**src/core/rap_pkg.sv**
```systemverilog
// constants, types and helpers of the radio facility preselector
// assumes one 25 MHz core clock; drum pins arrive asynchronously
package rap_pkg;

  localparam int WORD_W = 14;                 // drum and core word width
  localparam int ADDR_W = 12;                 // core address width
  localparam int NUM_FAC = 350;               // records per revolution
  localparam int FAC_W = 9;                   // record counter width
  localparam int NUM_TRACKS = 20;             // dedicated facility tracks
  localparam int TRK_W = 5;
  localparam int NUM_GRP = 5;
  localparam int LF_N = 127;
  localparam int LF_RANGE_MAX = 32;           // range stations sit in the first lf slots
  localparam int VHF_N = 127;
  localparam int MKR_N = 32;
  localparam int VHF_END = LF_N + VHF_N;
  localparam int OUTER_END = VHF_END + MKR_N;
  localparam int MIDDLE_END = OUTER_END + MKR_N;

  // record layout, one drum word each
  localparam int RECW = 8;
  localparam int REC_AW = 3;
  localparam int W_FLO = 0;                   // lower frequency limit
  localparam int W_FHI = 1;                   // upper frequency limit
  localparam int W_XLEFT = 2;                 // west bound
  localparam int W_XRIGHT = 3;                // east bound
  localparam int W_YUP = 4;                   // north bound
  localparam int W_YLOW = 5;                  // south bound
  localparam int WPT = NUM_FAC * RECW / NUM_TRACKS;  // words per track
  localparam int WPT_W = 8;

  // revolution timing
  localparam int CLK_HZ = 25000000;
  localparam int REV_PER_S = 40;
  localparam int REV_CYC = CLK_HZ / REV_PER_S;
  localparam int CNT_W = 20;

  // marker receiver is untuned; its inspected value is a fixed code
  localparam int MKR_FREQ_MC = 75;
  localparam logic [WORD_W-1:0] MKR_TUNE = WORD_W'(MKR_FREQ_MC);

  localparam logic [ADDR_W-1:0] CORE_BASE = 12'h200;  // first receiver block in core

  typedef enum logic [2:0] {GRP_LF, GRP_VHF, GRP_OUTER, GRP_MIDDLE, GRP_FAN} rap_grp_e;
  typedef enum logic {SC_IDLE, SC_RUN} rap_scan_e;
  typedef enum logic {XF_IDLE, XF_SEND} rap_xfer_e;

  // group of a record from its place in the scan
  function automatic rap_grp_e rap_grp_of(input logic [FAC_W-1:0] idx);
    if (idx < FAC_W'(LF_N)) return GRP_LF;
    if (idx < FAC_W'(VHF_END)) return GRP_VHF;
    if (idx < FAC_W'(OUTER_END)) return GRP_OUTER;
    if (idx < FAC_W'(MIDDLE_END)) return GRP_MIDDLE;
    return GRP_FAN;
  endfunction : rap_grp_of

  // fixed core word for a receiver block and word index
  function automatic logic [ADDR_W-1:0] rap_core_addr(input rap_grp_e g, input logic [REC_AW-1:0] w);
    return CORE_BASE + ADDR_W'(int'(g) * RECW) + ADDR_W'(w);
  endfunction : rap_core_addr

endpackage : rap_pkg

```
**src/core/rap_window.sv**
```systemverilog
// inclusive bound comparator used for frequency and position tests
// assumes unsigned operands; lower bound not above upper bound
`timescale 1ns/1ns
module rap_window #(
  parameter int W = 14
) (
  input wire logic [W-1:0] value_i,  // quantity under test
  input wire logic [W-1:0] lo_i,     // lower limit
  input wire logic [W-1:0] hi_i,     // upper limit
  output logic inside_o              // value within limits
);

  // equality with a limit counts as inside
  assign inside_o = (value_i >= lo_i) && (value_i <= hi_i);

endmodule : rap_window

```
**src/core/rap_preselector.sv**
```systemverilog
// radio facility preselector: drum scan, eligibility tests, core transfer
// assumes drum pins asynchronous to clk_i; core port same clock, mem_gnt_i from priority logic
`timescale 1ns/1ns
module rap_preselector #(
  parameter int REV_CYCLES = rap_pkg::REV_CYC  // nominal clocks per revolution
) (
  input wire logic clk_i,                                 // 25 MHz core clock
  input wire logic rstn_i,                                // async reset, active low
  input wire logic drum_clk_i,                            // drum word clock pin
  input wire logic drum_idx_i,                            // revolution index pin
  input wire logic [rap_pkg::WORD_W-1:0] drum_data_i,     // facility track read data
  input wire logic [rap_pkg::WORD_W-1:0] lf_tune_i,       // lf receiver tuning
  input wire logic [rap_pkg::WORD_W-1:0] vhf_tune_i,      // vhf/uhf receiver tuning
  input wire logic [rap_pkg::WORD_W-1:0] ac_x_i,          // aircraft east-west
  input wire logic [rap_pkg::WORD_W-1:0] ac_y_i,          // aircraft north-south
  input wire logic mem_gnt_i,                             // core write accepted
  output logic drum_rd_en_o,                              // facility heads reading
  output logic drum_wr_en_o,                              // facility write gate, held off
  output logic [rap_pkg::TRK_W-1:0] track_sel_o,          // facility track in use
  output logic mem_wr_o,                                  // core write request
  output logic [rap_pkg::ADDR_W-1:0] mem_addr_o,          // core write address
  output logic [rap_pkg::WORD_W-1:0] mem_data_o,          // core write data
  output logic [rap_pkg::NUM_GRP-1:0] sel_valid_o,        // group chosen this revolution
  output logic lf_range_o,                                // lf winner is a range station
  output logic scan_done_o,                               // pulse after last record
  output logic overrun_o,                                 // winner lost, transfer busy
  output logic idx_lost_o                                 // index missing too long
);
  import rap_pkg::*;

  localparam logic [CNT_W-1:0] WD_LIMIT = CNT_W'(REV_CYCLES + REV_CYCLES / 8);

  // pin synchronisers
  logic [2:0] clk_sync_reg, clk_sync_next;
  logic [2:0] idx_sync_reg, idx_sync_next;
  logic [WORD_W-1:0] dat_s1_reg, dat_s1_next, dat_s2_reg, dat_s2_next;
  logic word_rise, idx_rise;

  always_comb begin
    clk_sync_next = {clk_sync_reg[1:0], drum_clk_i};
    idx_sync_next = {idx_sync_reg[1:0], drum_idx_i};
    dat_s1_next = drum_data_i;
    dat_s2_next = dat_s1_reg;
  end

  always_ff @(posedge clk_i or negedge rstn_i) begin
    if (!rstn_i) begin
      clk_sync_reg <= 3'h0;
      idx_sync_reg <= 3'h0;
      dat_s1_reg <= '0;
      dat_s2_reg <= '0;
    end else begin
      clk_sync_reg <= clk_sync_next;
      idx_sync_reg <= idx_sync_next;
      dat_s1_reg <= dat_s1_next;
      dat_s2_reg <= dat_s2_next;
    end
  end

  // edges only look past the first stage
  assign word_rise = clk_sync_reg[1] & ~clk_sync_reg[2];
  assign idx_rise = idx_sync_reg[1] & ~idx_sync_reg[2];

  // scan state
  rap_scan_e scan_reg, scan_next;
  logic [WORD_W-1:0] rec_mem_reg [RECW];
  logic [WORD_W-1:0] rec_mem_next [RECW];
  logic [REC_AW-1:0] word_cnt_reg, word_cnt_next;
  logic [FAC_W-1:0] rec_cnt_reg, rec_cnt_next;
  logic [WPT_W-1:0] twc_reg, twc_next;
  logic [TRK_W-1:0] track_reg, track_next;
  logic [NUM_GRP-1:0] won_reg, won_next;
  logic rec_done_reg, rec_done_next;
  logic rd_en_reg, rd_en_next;
  logic done_reg, done_next;
  logic lf_range_reg, lf_range_next;

  // eligibility of the record just completed
  rap_grp_e cur_grp;
  logic [WORD_W-1:0] tune;
  logic f_ok, x_ok, y_ok, all_pass, xfer_start, lost_evt;
  rap_xfer_e xf_reg, xf_next;

  assign cur_grp = rap_grp_of(rec_cnt_reg);

  // markers compare a fixed code against wide limits, no bypass
  always_comb begin
    unique case (cur_grp)
      GRP_LF: tune = lf_tune_i;
      GRP_VHF: tune = vhf_tune_i;
      default: tune = MKR_TUNE;
    endcase
  end

  // only frequency and the two coordinates are inspected
  rap_window #(.W(WORD_W)) u_freq (
    .value_i(tune), .lo_i(rec_mem_reg[W_FLO]), .hi_i(rec_mem_reg[W_FHI]), .inside_o(f_ok)
  );
  rap_window #(.W(WORD_W)) u_xpos (
    .value_i(ac_x_i), .lo_i(rec_mem_reg[W_XLEFT]), .hi_i(rec_mem_reg[W_XRIGHT]), .inside_o(x_ok)
  );
  rap_window #(.W(WORD_W)) u_ypos (
    .value_i(ac_y_i), .lo_i(rec_mem_reg[W_YLOW]), .hi_i(rec_mem_reg[W_YUP]), .inside_o(y_ok)
  );

  assign all_pass = f_ok & x_ok & y_ok;
  // first qualifier of a group that finds the transfer idle wins; no qualifier means no transfer
  assign xfer_start = rec_done_reg & all_pass & ~won_reg[cur_grp] & (xf_reg == XF_IDLE);
  // a winner that meets a busy transfer is dropped and flagged
  assign lost_evt = rec_done_reg & all_pass & ~won_reg[cur_grp] & (xf_reg != XF_IDLE);

  // drum scan sequencing, restarted by every index mark
  always_comb begin
    scan_next = scan_reg;
    rec_mem_next = rec_mem_reg;
    word_cnt_next = word_cnt_reg;
    rec_cnt_next = rec_cnt_reg;
    twc_next = twc_reg;
    track_next = track_reg;
    won_next = won_reg;
    rec_done_next = 1'b0;
    done_next = 1'b0;
    lf_range_next = lf_range_reg;
    if (idx_rise) begin
      scan_next = SC_RUN;
      word_cnt_next = '0;
      rec_cnt_next = '0;
      twc_next = '0;
      track_next = '0;
      won_next = '0;
    end else begin
      unique case (scan_reg)
        SC_IDLE: ;
        SC_RUN: begin
          if (word_rise) begin
            rec_mem_next[word_cnt_reg] = dat_s2_reg;
            // walk the facility tracks in turn
            if (twc_reg == WPT_W'(WPT - 1)) begin
              twc_next = '0;
              track_next = (track_reg == TRK_W'(NUM_TRACKS - 1)) ? '0 : track_reg + 1'b1;
            end else begin
              twc_next = twc_reg + 1'b1;
            end
            if (word_cnt_reg == REC_AW'(RECW - 1)) begin
              word_cnt_next = '0;
              rec_done_next = 1'b1;
            end else begin
              word_cnt_next = word_cnt_reg + 1'b1;
            end
          end
          if (rec_done_reg) begin
            if (xfer_start) begin
              won_next[cur_grp] = 1'b1;
              if (cur_grp == GRP_LF) begin
                lf_range_next = (rec_cnt_reg < FAC_W'(LF_RANGE_MAX));
              end
            end
            if (rec_cnt_reg == FAC_W'(NUM_FAC - 1)) begin
              scan_next = SC_IDLE;
              done_next = 1'b1;
            end else begin
              rec_cnt_next = rec_cnt_reg + 1'b1;
            end
          end
        end
      endcase
    end
    rd_en_next = (scan_next == SC_RUN);
  end

  always_ff @(posedge clk_i or negedge rstn_i) begin
    if (!rstn_i) begin
      scan_reg <= SC_IDLE;
      for (int i = 0; i < RECW; i++) begin
        rec_mem_reg[i] <= '0;
      end
      word_cnt_reg <= '0;
      rec_cnt_reg <= '0;
      twc_reg <= '0;
      track_reg <= '0;
      won_reg <= '0;
      rec_done_reg <= 1'b0;
      rd_en_reg <= 1'b0;
      done_reg <= 1'b0;
      lf_range_reg <= 1'b0;
    end else begin
      scan_reg <= scan_next;
      rec_mem_reg <= rec_mem_next;
      word_cnt_reg <= word_cnt_next;
      rec_cnt_reg <= rec_cnt_next;
      twc_reg <= twc_next;
      track_reg <= track_next;
      won_reg <= won_next;
      rec_done_reg <= rec_done_next;
      rd_en_reg <= rd_en_next;
      done_reg <= done_next;
      lf_range_reg <= lf_range_next;
    end
  end

  // core transfer of the winning record, one word per grant
  logic [WORD_W-1:0] xbuf_reg [RECW];
  logic [WORD_W-1:0] xbuf_next [RECW];
  rap_grp_e xgrp_reg, xgrp_next;
  logic [REC_AW-1:0] widx_reg, widx_next;
  logic mem_wr_reg, mem_wr_next;
  logic [ADDR_W-1:0] mem_addr_reg, mem_addr_next;
  logic [WORD_W-1:0] mem_data_reg, mem_data_next;

  always_comb begin
    xf_next = xf_reg;
    xbuf_next = xbuf_reg;
    xgrp_next = xgrp_reg;
    widx_next = widx_reg;
    mem_wr_next = mem_wr_reg;
    mem_addr_next = mem_addr_reg;
    mem_data_next = mem_data_reg;
    unique case (xf_reg)
      XF_IDLE: begin
        if (xfer_start) begin
          xbuf_next = rec_mem_reg;
          xgrp_next = cur_grp;
          widx_next = '0;
          mem_wr_next = 1'b1;
          mem_addr_next = rap_core_addr(cur_grp, '0);
          mem_data_next = rec_mem_reg[0];
          xf_next = XF_SEND;
        end
      end
      XF_SEND: begin
        // request and word stand until the priority logic grants
        if (mem_gnt_i) begin
          if (widx_reg == REC_AW'(RECW - 1)) begin
            mem_wr_next = 1'b0;
            xf_next = XF_IDLE;
          end else begin
            widx_next = widx_reg + 1'b1;
            mem_addr_next = rap_core_addr(xgrp_reg, widx_reg + 1'b1);
            mem_data_next = xbuf_reg[widx_reg + 1'b1];
          end
        end
      end
    endcase
  end

  always_ff @(posedge clk_i or negedge rstn_i) begin
    if (!rstn_i) begin
      xf_reg <= XF_IDLE;
      for (int i = 0; i < RECW; i++) begin
        xbuf_reg[i] <= '0;
      end
      xgrp_reg <= GRP_LF;
      widx_reg <= '0;
      mem_wr_reg <= 1'b0;
      mem_addr_reg <= '0;
      mem_data_reg <= '0;
    end else begin
      xf_reg <= xf_next;
      xbuf_reg <= xbuf_next;
      xgrp_reg <= xgrp_next;
      widx_reg <= widx_next;
      mem_wr_reg <= mem_wr_next;
      mem_addr_reg <= mem_addr_next;
      mem_data_reg <= mem_data_next;
    end
  end

  // revolution watchdog and overrun flag; a new loss beats the index clear
  logic [CNT_W-1:0] wd_cnt_reg, wd_cnt_next;
  logic idx_lost_reg, idx_lost_next;
  logic overrun_reg, overrun_next;

  always_comb begin
    wd_cnt_next = wd_cnt_reg;
    idx_lost_next = idx_lost_reg;
    overrun_next = overrun_reg;
    if (idx_rise) begin
      wd_cnt_next = '0;
      idx_lost_next = 1'b0;
      overrun_next = 1'b0;
    end else if (wd_cnt_reg == WD_LIMIT) begin
      idx_lost_next = 1'b1;
    end else begin
      wd_cnt_next = wd_cnt_reg + 1'b1;
    end
    if (lost_evt) begin
      overrun_next = 1'b1;
    end
  end

  always_ff @(posedge clk_i or negedge rstn_i) begin
    if (!rstn_i) begin
      wd_cnt_reg <= '0;
      idx_lost_reg <= 1'b0;
      overrun_reg <= 1'b0;
    end else begin
      wd_cnt_reg <= wd_cnt_next;
      idx_lost_reg <= idx_lost_next;
      overrun_reg <= overrun_next;
    end
  end

  // outputs straight from flops; the write gate flop never leaves zero
  logic wr_gate_reg;
  always_ff @(posedge clk_i or negedge rstn_i) begin
    if (!rstn_i) begin
      wr_gate_reg <= 1'b0;
    end else begin
      wr_gate_reg <= 1'b0;
    end
  end

  assign drum_rd_en_o = rd_en_reg;
  assign drum_wr_en_o = wr_gate_reg;
  assign track_sel_o = track_reg;
  assign mem_wr_o = mem_wr_reg;
  assign mem_addr_o = mem_addr_reg;
  assign mem_data_o = mem_data_reg;
  assign sel_valid_o = won_reg;
  assign lf_range_o = lf_range_reg;
  assign scan_done_o = done_reg;
  assign overrun_o = overrun_reg;
  assign idx_lost_o = idx_lost_reg;
endmodule : rap_preselector

```
**config.mk**
```make
export PLATFORM = sky130hd
export DESIGN_NAME = rap_preselector
export DESIGN_NICKNAME = d
export VERILOG_FILES = /design/src/core/rap_pkg.sv /design/src/core/rap_window.sv /design/src/core/rap_preselector.sv
export SDC_FILE = /design/constraint.sdc
export NUM_CORES = 1
export LEC_CHECK = 0
export BUFFER_PORTS_ARGS = -buffer_cell sky130_fd_sc_hd__buf_2
export CAP_MARGIN = 20
export CORE_ASPECT_RATIO = 1.5
export CORE_MARGIN = 2
export CORE_UTILIZATION = 61
export CTS_BUF_LIST = sky130_fd_sc_hd__clkbuf_16
export DETAILED_ROUTE_END_ITERATION = 8
export PLACE_DENSITY_LB_ADDON = 0.08
export SYNTH_ARGS = -nofsm -noshare
export SYNTH_HDL_FRONTEND = slang
export SYNTH_SLANG_ARGS = --single-unit
```
**constraint.sdc**
```tcl
create_clock -name clk_i -period 5.27 [get_ports clk_i]
set_input_delay 0.2635 -clock clk_i [delete_from_list [all_inputs] [get_ports clk_i]]
set_output_delay 0.2635 -clock clk_i [all_outputs]
set_load 0.1 [all_outputs]
```
== Yosys cells after proc, flatten, opt, wreduce, memory -nomap -nowiden ==
Index checks and enable logic that the tools add are counted.

* Bits of input ports: 75
* Flip-flop bits (word level): 348
* Word-level logic and storage cells: 202

* $lt $le $gt $ge: 16
* Add/sub/neg operators: 9
* Bitwise operators: 16
* Equal/unequal tests: 13
* Reduce and logical (&&, ||, !) cells: 22
* Mux-type cells: 88

{| class="wikitable"
|+ Operators by type and width
! cell !! number
|-
| $bwmux 112 || 1
|-
| $mux 14 || 6
|-
| $pmux 14 s2 || 2
|-
| $mux 3 || 15
|-
| $mux 5 || 9
|-
| $bmux 14 s3 || 1
|-
| $demux 14 s3 || 1
|-
| $ge 14x14->1 || 3
|-
| $le 14x14->1 || 3
|-
| $mux 20 || 2
|-
| $mux 12 || 3
|-
| $mux 9 || 4
|-
| $mux 1 || 34
|-
| $mux 8 || 4
|-
| $pmux 12 s2 || 1
|-
| $add 10x6->11 const A || 2
|-
| $add 20x1->20 const B || 1
|-
| $eq 20x20->1 const B || 1
|-
| $lt 9x9->1 const B || 2
|-
| $reduce_and 3->1 || 6
|-
| $reduce_bool 2->1 || 7
|-
| $add 11x3->12 || 1
|-
| $ne 2x2->1 const B || 5
|-
| $add 9x1->9 const B || 1
|-
| other kinds (28) || 49
|}

== Logic depth before layout (Yosys ltp) ==
* Word-level depth: 25
* Gate-level depth with buffers: 17

== Modules after synthesis ==
From an unflattened synthesis, not the netlist that was laid out.

* Cell total of the unflattened synthesis: 1315
* Area total of the unflattened synthesis: 16968.8 µm²

{| class="wikitable"
|+ By module, submodules not included
! module !! area each (µm²) !! times used !! cells an instance
|-
| rap_preselector || 14859.3 || 1 || 1033
|-
| rap_window || 703.2 || 3 || 94
|}

== Least setup slack after synthesis ==
OpenSTA, ideal clock, no wires.

* Path type: register to register
* Start point: reg rec_cnt_reg[2]
* End point: reg xbuf_reg[110] (netlist bit)
* Data arrival time: 4.115 ns
* Stages on the path, launching flop included: 18
* Path buffers: 4
* Slack: 1.027 ns
* Required time: 5.143 ns
* Clock period less this slack: 4.243 ns
* Library setup time: 0.127 ns
* Cells stage by stage: dfrtp_1 > and4_1 > buf_2 > a21o_1 > nor2_1 > clkbuf_1 > or2_2 > a221o_1 > ha_1 > nand2b_1 > nor2_1 > mux2i_1 > or4_1 > o211a_1 > nor4_4 > buf_4 > buf_4 > mux2_1

* Word-level cells in the longest chain between the ends: 19
* Elaborated cells between the ends (all ways): 36
* Classes of those cells: order compare (6); eq/ne (1); mux (20); bitwise (6); reduce/logical (3)

{| class="wikitable"
|+ RTL lines
! item !! line !! text
|-
| start: declaration || rap_preselector.sv:69 || <nowiki>logic [FAC_W-1:0] rec_cnt_reg, rec_cnt_next;</nowiki>
|-
| start signal: assignment || rap_preselector.sv:190 || <nowiki>rec_cnt_reg <= rec_cnt_next;</nowiki>
|-
| $lt 9x9->1 || rap_pkg.sv:53 || <nowiki>if (idx < FAC_W'(MIDDLE_END)) return GRP_MIDDLE;</nowiki>
|-
| $mux 1 (2 in a row) || rap_pkg.sv:53 ||
|-
| $mux 1 || rap_pkg.sv:52 || <nowiki>if (idx < FAC_W'(OUTER_END)) return GRP_OUTER;</nowiki>
|-
| $mux 1 || rap_pkg.sv:51 || <nowiki>if (idx < FAC_W'(VHF_END)) return GRP_VHF;</nowiki>
|-
| $mux 3 || rap_pkg.sv:54 || <nowiki>return GRP_FAN;</nowiki>
|-
| $mux 3 || rap_pkg.sv:53 ||
|-
| $mux 3 || rap_pkg.sv:52 ||
|-
| $mux 3 * || rap_pkg.sv:51 ||
|-
| $eq 3x1->1 or $logic_not 3->1 (tied branches) || rap_preselector.sv:88 || <nowiki>unique case (cur_grp)</nowiki>
|-
| $pmux 14 s2 || rap_preselector.sv:88 ||
|-
| $ge 14x14->1 or $le 14x14->1 (tied branches) || rap_window.sv:14 || <nowiki>assign inside_o = (value_i >= lo_i) && (value_i <= hi_i);</nowiki>
|-
| $logic_and 1x1->1 || rap_window.sv:14 ||
|-
| $and 1x1->1 (2 in a row) || rap_preselector.sv:106 || <nowiki>assign all_pass = f_ok & x_ok & y_ok;</nowiki>
|-
| $and 1x1->1 || rap_preselector.sv:108 || <nowiki>assign xfer_start = rec_done_reg & all_pass & ~won_reg[cur_grp] & (xf_reg == XF_IDLE);</nowiki>
|-
| $and 1x1->1 * (2 in a row) || rap_preselector.sv:108 ||
|-
| $reduce_and 2->1 (no line) * || n/a ||
|-
| end signal: assignment || rap_preselector.sv:259 || <nowiki>xbuf_reg <= xbuf_next;</nowiki>
|-
| end: declaration || rap_preselector.sv:202 || <nowiki>logic [WORD_W-1:0] xbuf_reg [RECW];</nowiki>
|}

Mark *: on every way between the ends. The rest lies on a longest branch, timed or not. The select of a mux whose other input is x is not followed.
A chain may end at the register's enable or synchronous reset.

== Worst setup path in the final report ==
* Start point: reg rec_cnt_reg[2]
* End point: reg xbuf_reg[45] (netlist bit)

Same word-level chain as after synthesis.

==> metrics.yaml <==
synthesis:
  yosys_warnings: 0
  synth_area_leaders: "dfrtp_1, mux2_2, ha_1"
  synth_edf_count: 0
  avgSynthCellArea_um2: 12.0
  syn_area_um2: 16400
  yosysTopAreaCell: "dfrtp_1"
  postSynth.asyncResetShare_pct: 100
  ys_types: 65
  synthFlopType: "dfrtp_1"
  synth-seq-cells: 340
  syn_inst: 1365
  synth_top_area_share_pct: 51.8
  ys_seq_area_share_pct: 51.8
route:
  totalWireLength_um: 38800
  dr.pass1.iters: 5
  ant_nets: 0
  routedWlPerCell_um: 21.1
  vias: 11000
  drc: 0
  drt_iter0_markers: 586
  via_per_inst: 5.98
placement:
  hpwl_um: 27900
  portBuffers: 111
  gp_congestion: 0.887
  pre_cts_slack_ns: 0.355
timing:
  timing.final.ws_setup_ns: 0.450
  hold_viol_final: 0
  skew_ns: 0.0239
  finalSetupViolCount: 0
  post-route-period-util_pct: 91.5
  rsz0062_at_grt: "false"
  worst_pin_slew_ns: 1.08
  period_needed_ns: 4.82
  drv_slew: 0
  fmax_mhz: 207
  tns_ns: 0
  hold_slack_ns: 0.0856
  max_slew_margin_pct: 27.9
grt:
  grt_max_degree: 123
  grt_pass1_vias: 11700
  antenna_found_initial: 0
  gr-total-overflow: 0
  grt_usage_pct: 28.7
  grt_pass1_wl_um: 62200
power_and_ir_drop:
  p_sw_share_pct: 27.4
  p_switching_mw: 1.81
  p_per_area_nw_per_um2: 354
  power_mw: 6.60
  p_clk_share_pct: 38.8
  power.share.sequential_pct: 46.3
  power.internal_mw: 4.79
  p_leak_nw: 8.91
  p_comb_share_pct: 14.9
  peakVddDrop_v: 0.000298
cells_and_area:
  layout-drive-gt1-share_pct: 23.7
  num_antenna_cells: 0
  area_delta_synth_final_pct: 13.5
  layout.nets: 1647
  final_cell_mix: "dfrtp_1, mux2_2, buf_2"
  postLayoutCoreUtil_pct: 70.3
  fillers: 1955
  final_common_cell: "dfrtp_1"
cts:
  cts_tree: "done"
  cts_num_sinks: 340
  insertion_delay_ns: 0.53
  cts-htree-levels: 2
  clockBufferDepth: 3
  cts_made_buffers: 34
  clk_pin_slew_ns: 0.06
  postCtsSetupRepairBufs: 0
  cts-root-buf: "clkbuf_16"
hold_path:
  hp-class: "in2reg"
  worstHoldPathCells: 3
floorplan:
  die_w_um: 138
  die_area_um2: 28300
  chipHeight_um: 205
  ios: 118
  core_area_um2: 26500
  initial_core_util_pct: 62.0
  row_count: 73
status:
  status: "completed"
worst_setup_path:
  worst-path-stages: 13
  slowest_stage: "or4_1"
  start_kind: "flop"
  critPathRequiredTime_ns: 5.68
  critical_path.top_delay_family: "simple AND/OR/NAND/NOR gates"
  reg2regPathDepth: 13
  critPathMaxStageDelay_ns: 0.55
  worstPathCellList: "and4_1 > a21o_1 > nor2_2 > or2_2 > a221o_1 > ha_1 > and3_1 > mux2i_1 > or4_1 > o211a_1 > nor4_4 > buf_12 > mux2_2"
  critPathBufInv: 1
  crit_fanout: 81
  endpoint_kind: "flop"
  critPathArrivalTime_ns: 5.23
  path_class: "reg2reg"
run:
  cap_violations: 0
## layout make-up
cell class                 instances  area, µm²  share of cell area (%)
tap                              337        422                    2.26
clock buffer                      37        926                    4.97
sequential                       340       8510                    45.7
inverter                          87        327                    1.75
timing repair buffer             141        871                    4.67
multi-input combinational        880       7320                    39.3
clock inverter                    23        255                    1.37
## logic make-up after synthesis
group                    after synthesis  share of synthesized area [%]
adder cells (fa/ha/maj)               88                           6.71
multiplexers                         244                           18.5
XOR/XNOR                              31                           1.65
buffers and inverters                150                           3.91
AND/OR/NAND/NOR                      317                           9.52
flip-flops                           340                           51.8
AO/OA/AOI/OAI                        194                           7.87
other                                  1                         0.0228
## cell usage after synthesis, types with 11 or more instances
cell type / count
and3_1: 13
mux2_2: 142
nand3_1: 23
mux4_2: 28
nor2_1: 79
mux2i_1: 22
a21oi_1: 36
xnor2_1: 11
xor2_1: 20
mux2_1: 52
inv_1: 87
clkbuf_1: 36
dfrtp_1: 340
a221o_1: 17
nor3_1: 12
nand2_1: 98
ha_1: 88
nand4_1: 25
o21ai_0: 65
## metal layers
| metal | part of all wire [%] | vias up | wire, µm | GRT usage, % |
|---|---|---|---|---|
| met2 | 54 | 204 | 20900 | 51.8 |
| met1 | 40 | 5607 | 15600 | 35.3 |
| met3 | 3.0 | 79 | 1180 | 3.84 |
| met5 | 0 | - | 0 | 0 |
| met4 | 3.1 | 0 | 1200 | 9.44 |
| li1 | - | 5139 | - | - |
## stage by stage
step           instances  area [µm²]
2_1_floorplan       1370       16400
3_3_place_gp        1768       17300
3_5_place_dp        1768       17300
4_1_cts             1845       18600
5_1_grt             1845       18600
6_report            1845       18600
## timing repair
| action | CTS | global route |
|---|---|---|
| resized for setup | 0 | 1 |
| hold endpoints to repair | 134 | 0 |
| endpoints found under the setup margin | 0 | 72 |
| hold buffers | 17 | 0 |
## tightest hold or removal path, delay by kind of cell
family,cells,cell delay [ns]
simple gates,1,0.09
compound gates,1,0.11
buf+inv,1,0.11
## final timing paths
kind / startpoint / end / slack [ns]
hold / removal: mem_gnt_i / xf_reg / 0.09
setup reg to reg: rec_cnt_reg[2] / xbuf_reg[45] / 0.45
setup / recovery: rec_cnt_reg[2] / xbuf_reg[45] / 0.45
min in group asynchronous: rstn_i / dat_s1_reg[12] / 0.42
max in group asynchronous: rstn_i / xbuf_reg[5] / 3.45
hold reg to reg: dat_s1_reg[4] / dat_s2_reg[4] / 0.34
## power by group through the flow
| stage | combinational (mW) | clock (mW) | sequential (mW) |
|---|---|---|---|
| 3_3_place_gp | 0.953 | 0 | 3.09 |
| 5_1_grt | 1.11 | 2.69 | 3.08 |
| 4_1_cts | 0.997 | 2.60 | 3.05 |
| 2_1_floorplan | 0.667 | 0 | 2.99 |
| 6_report | 0.986 | 2.56 | 3.05 |
| 3_5_place_dp | 0.980 | 0 | 3.10 |
No activity file was read; power rests on OpenSTA's default activity.
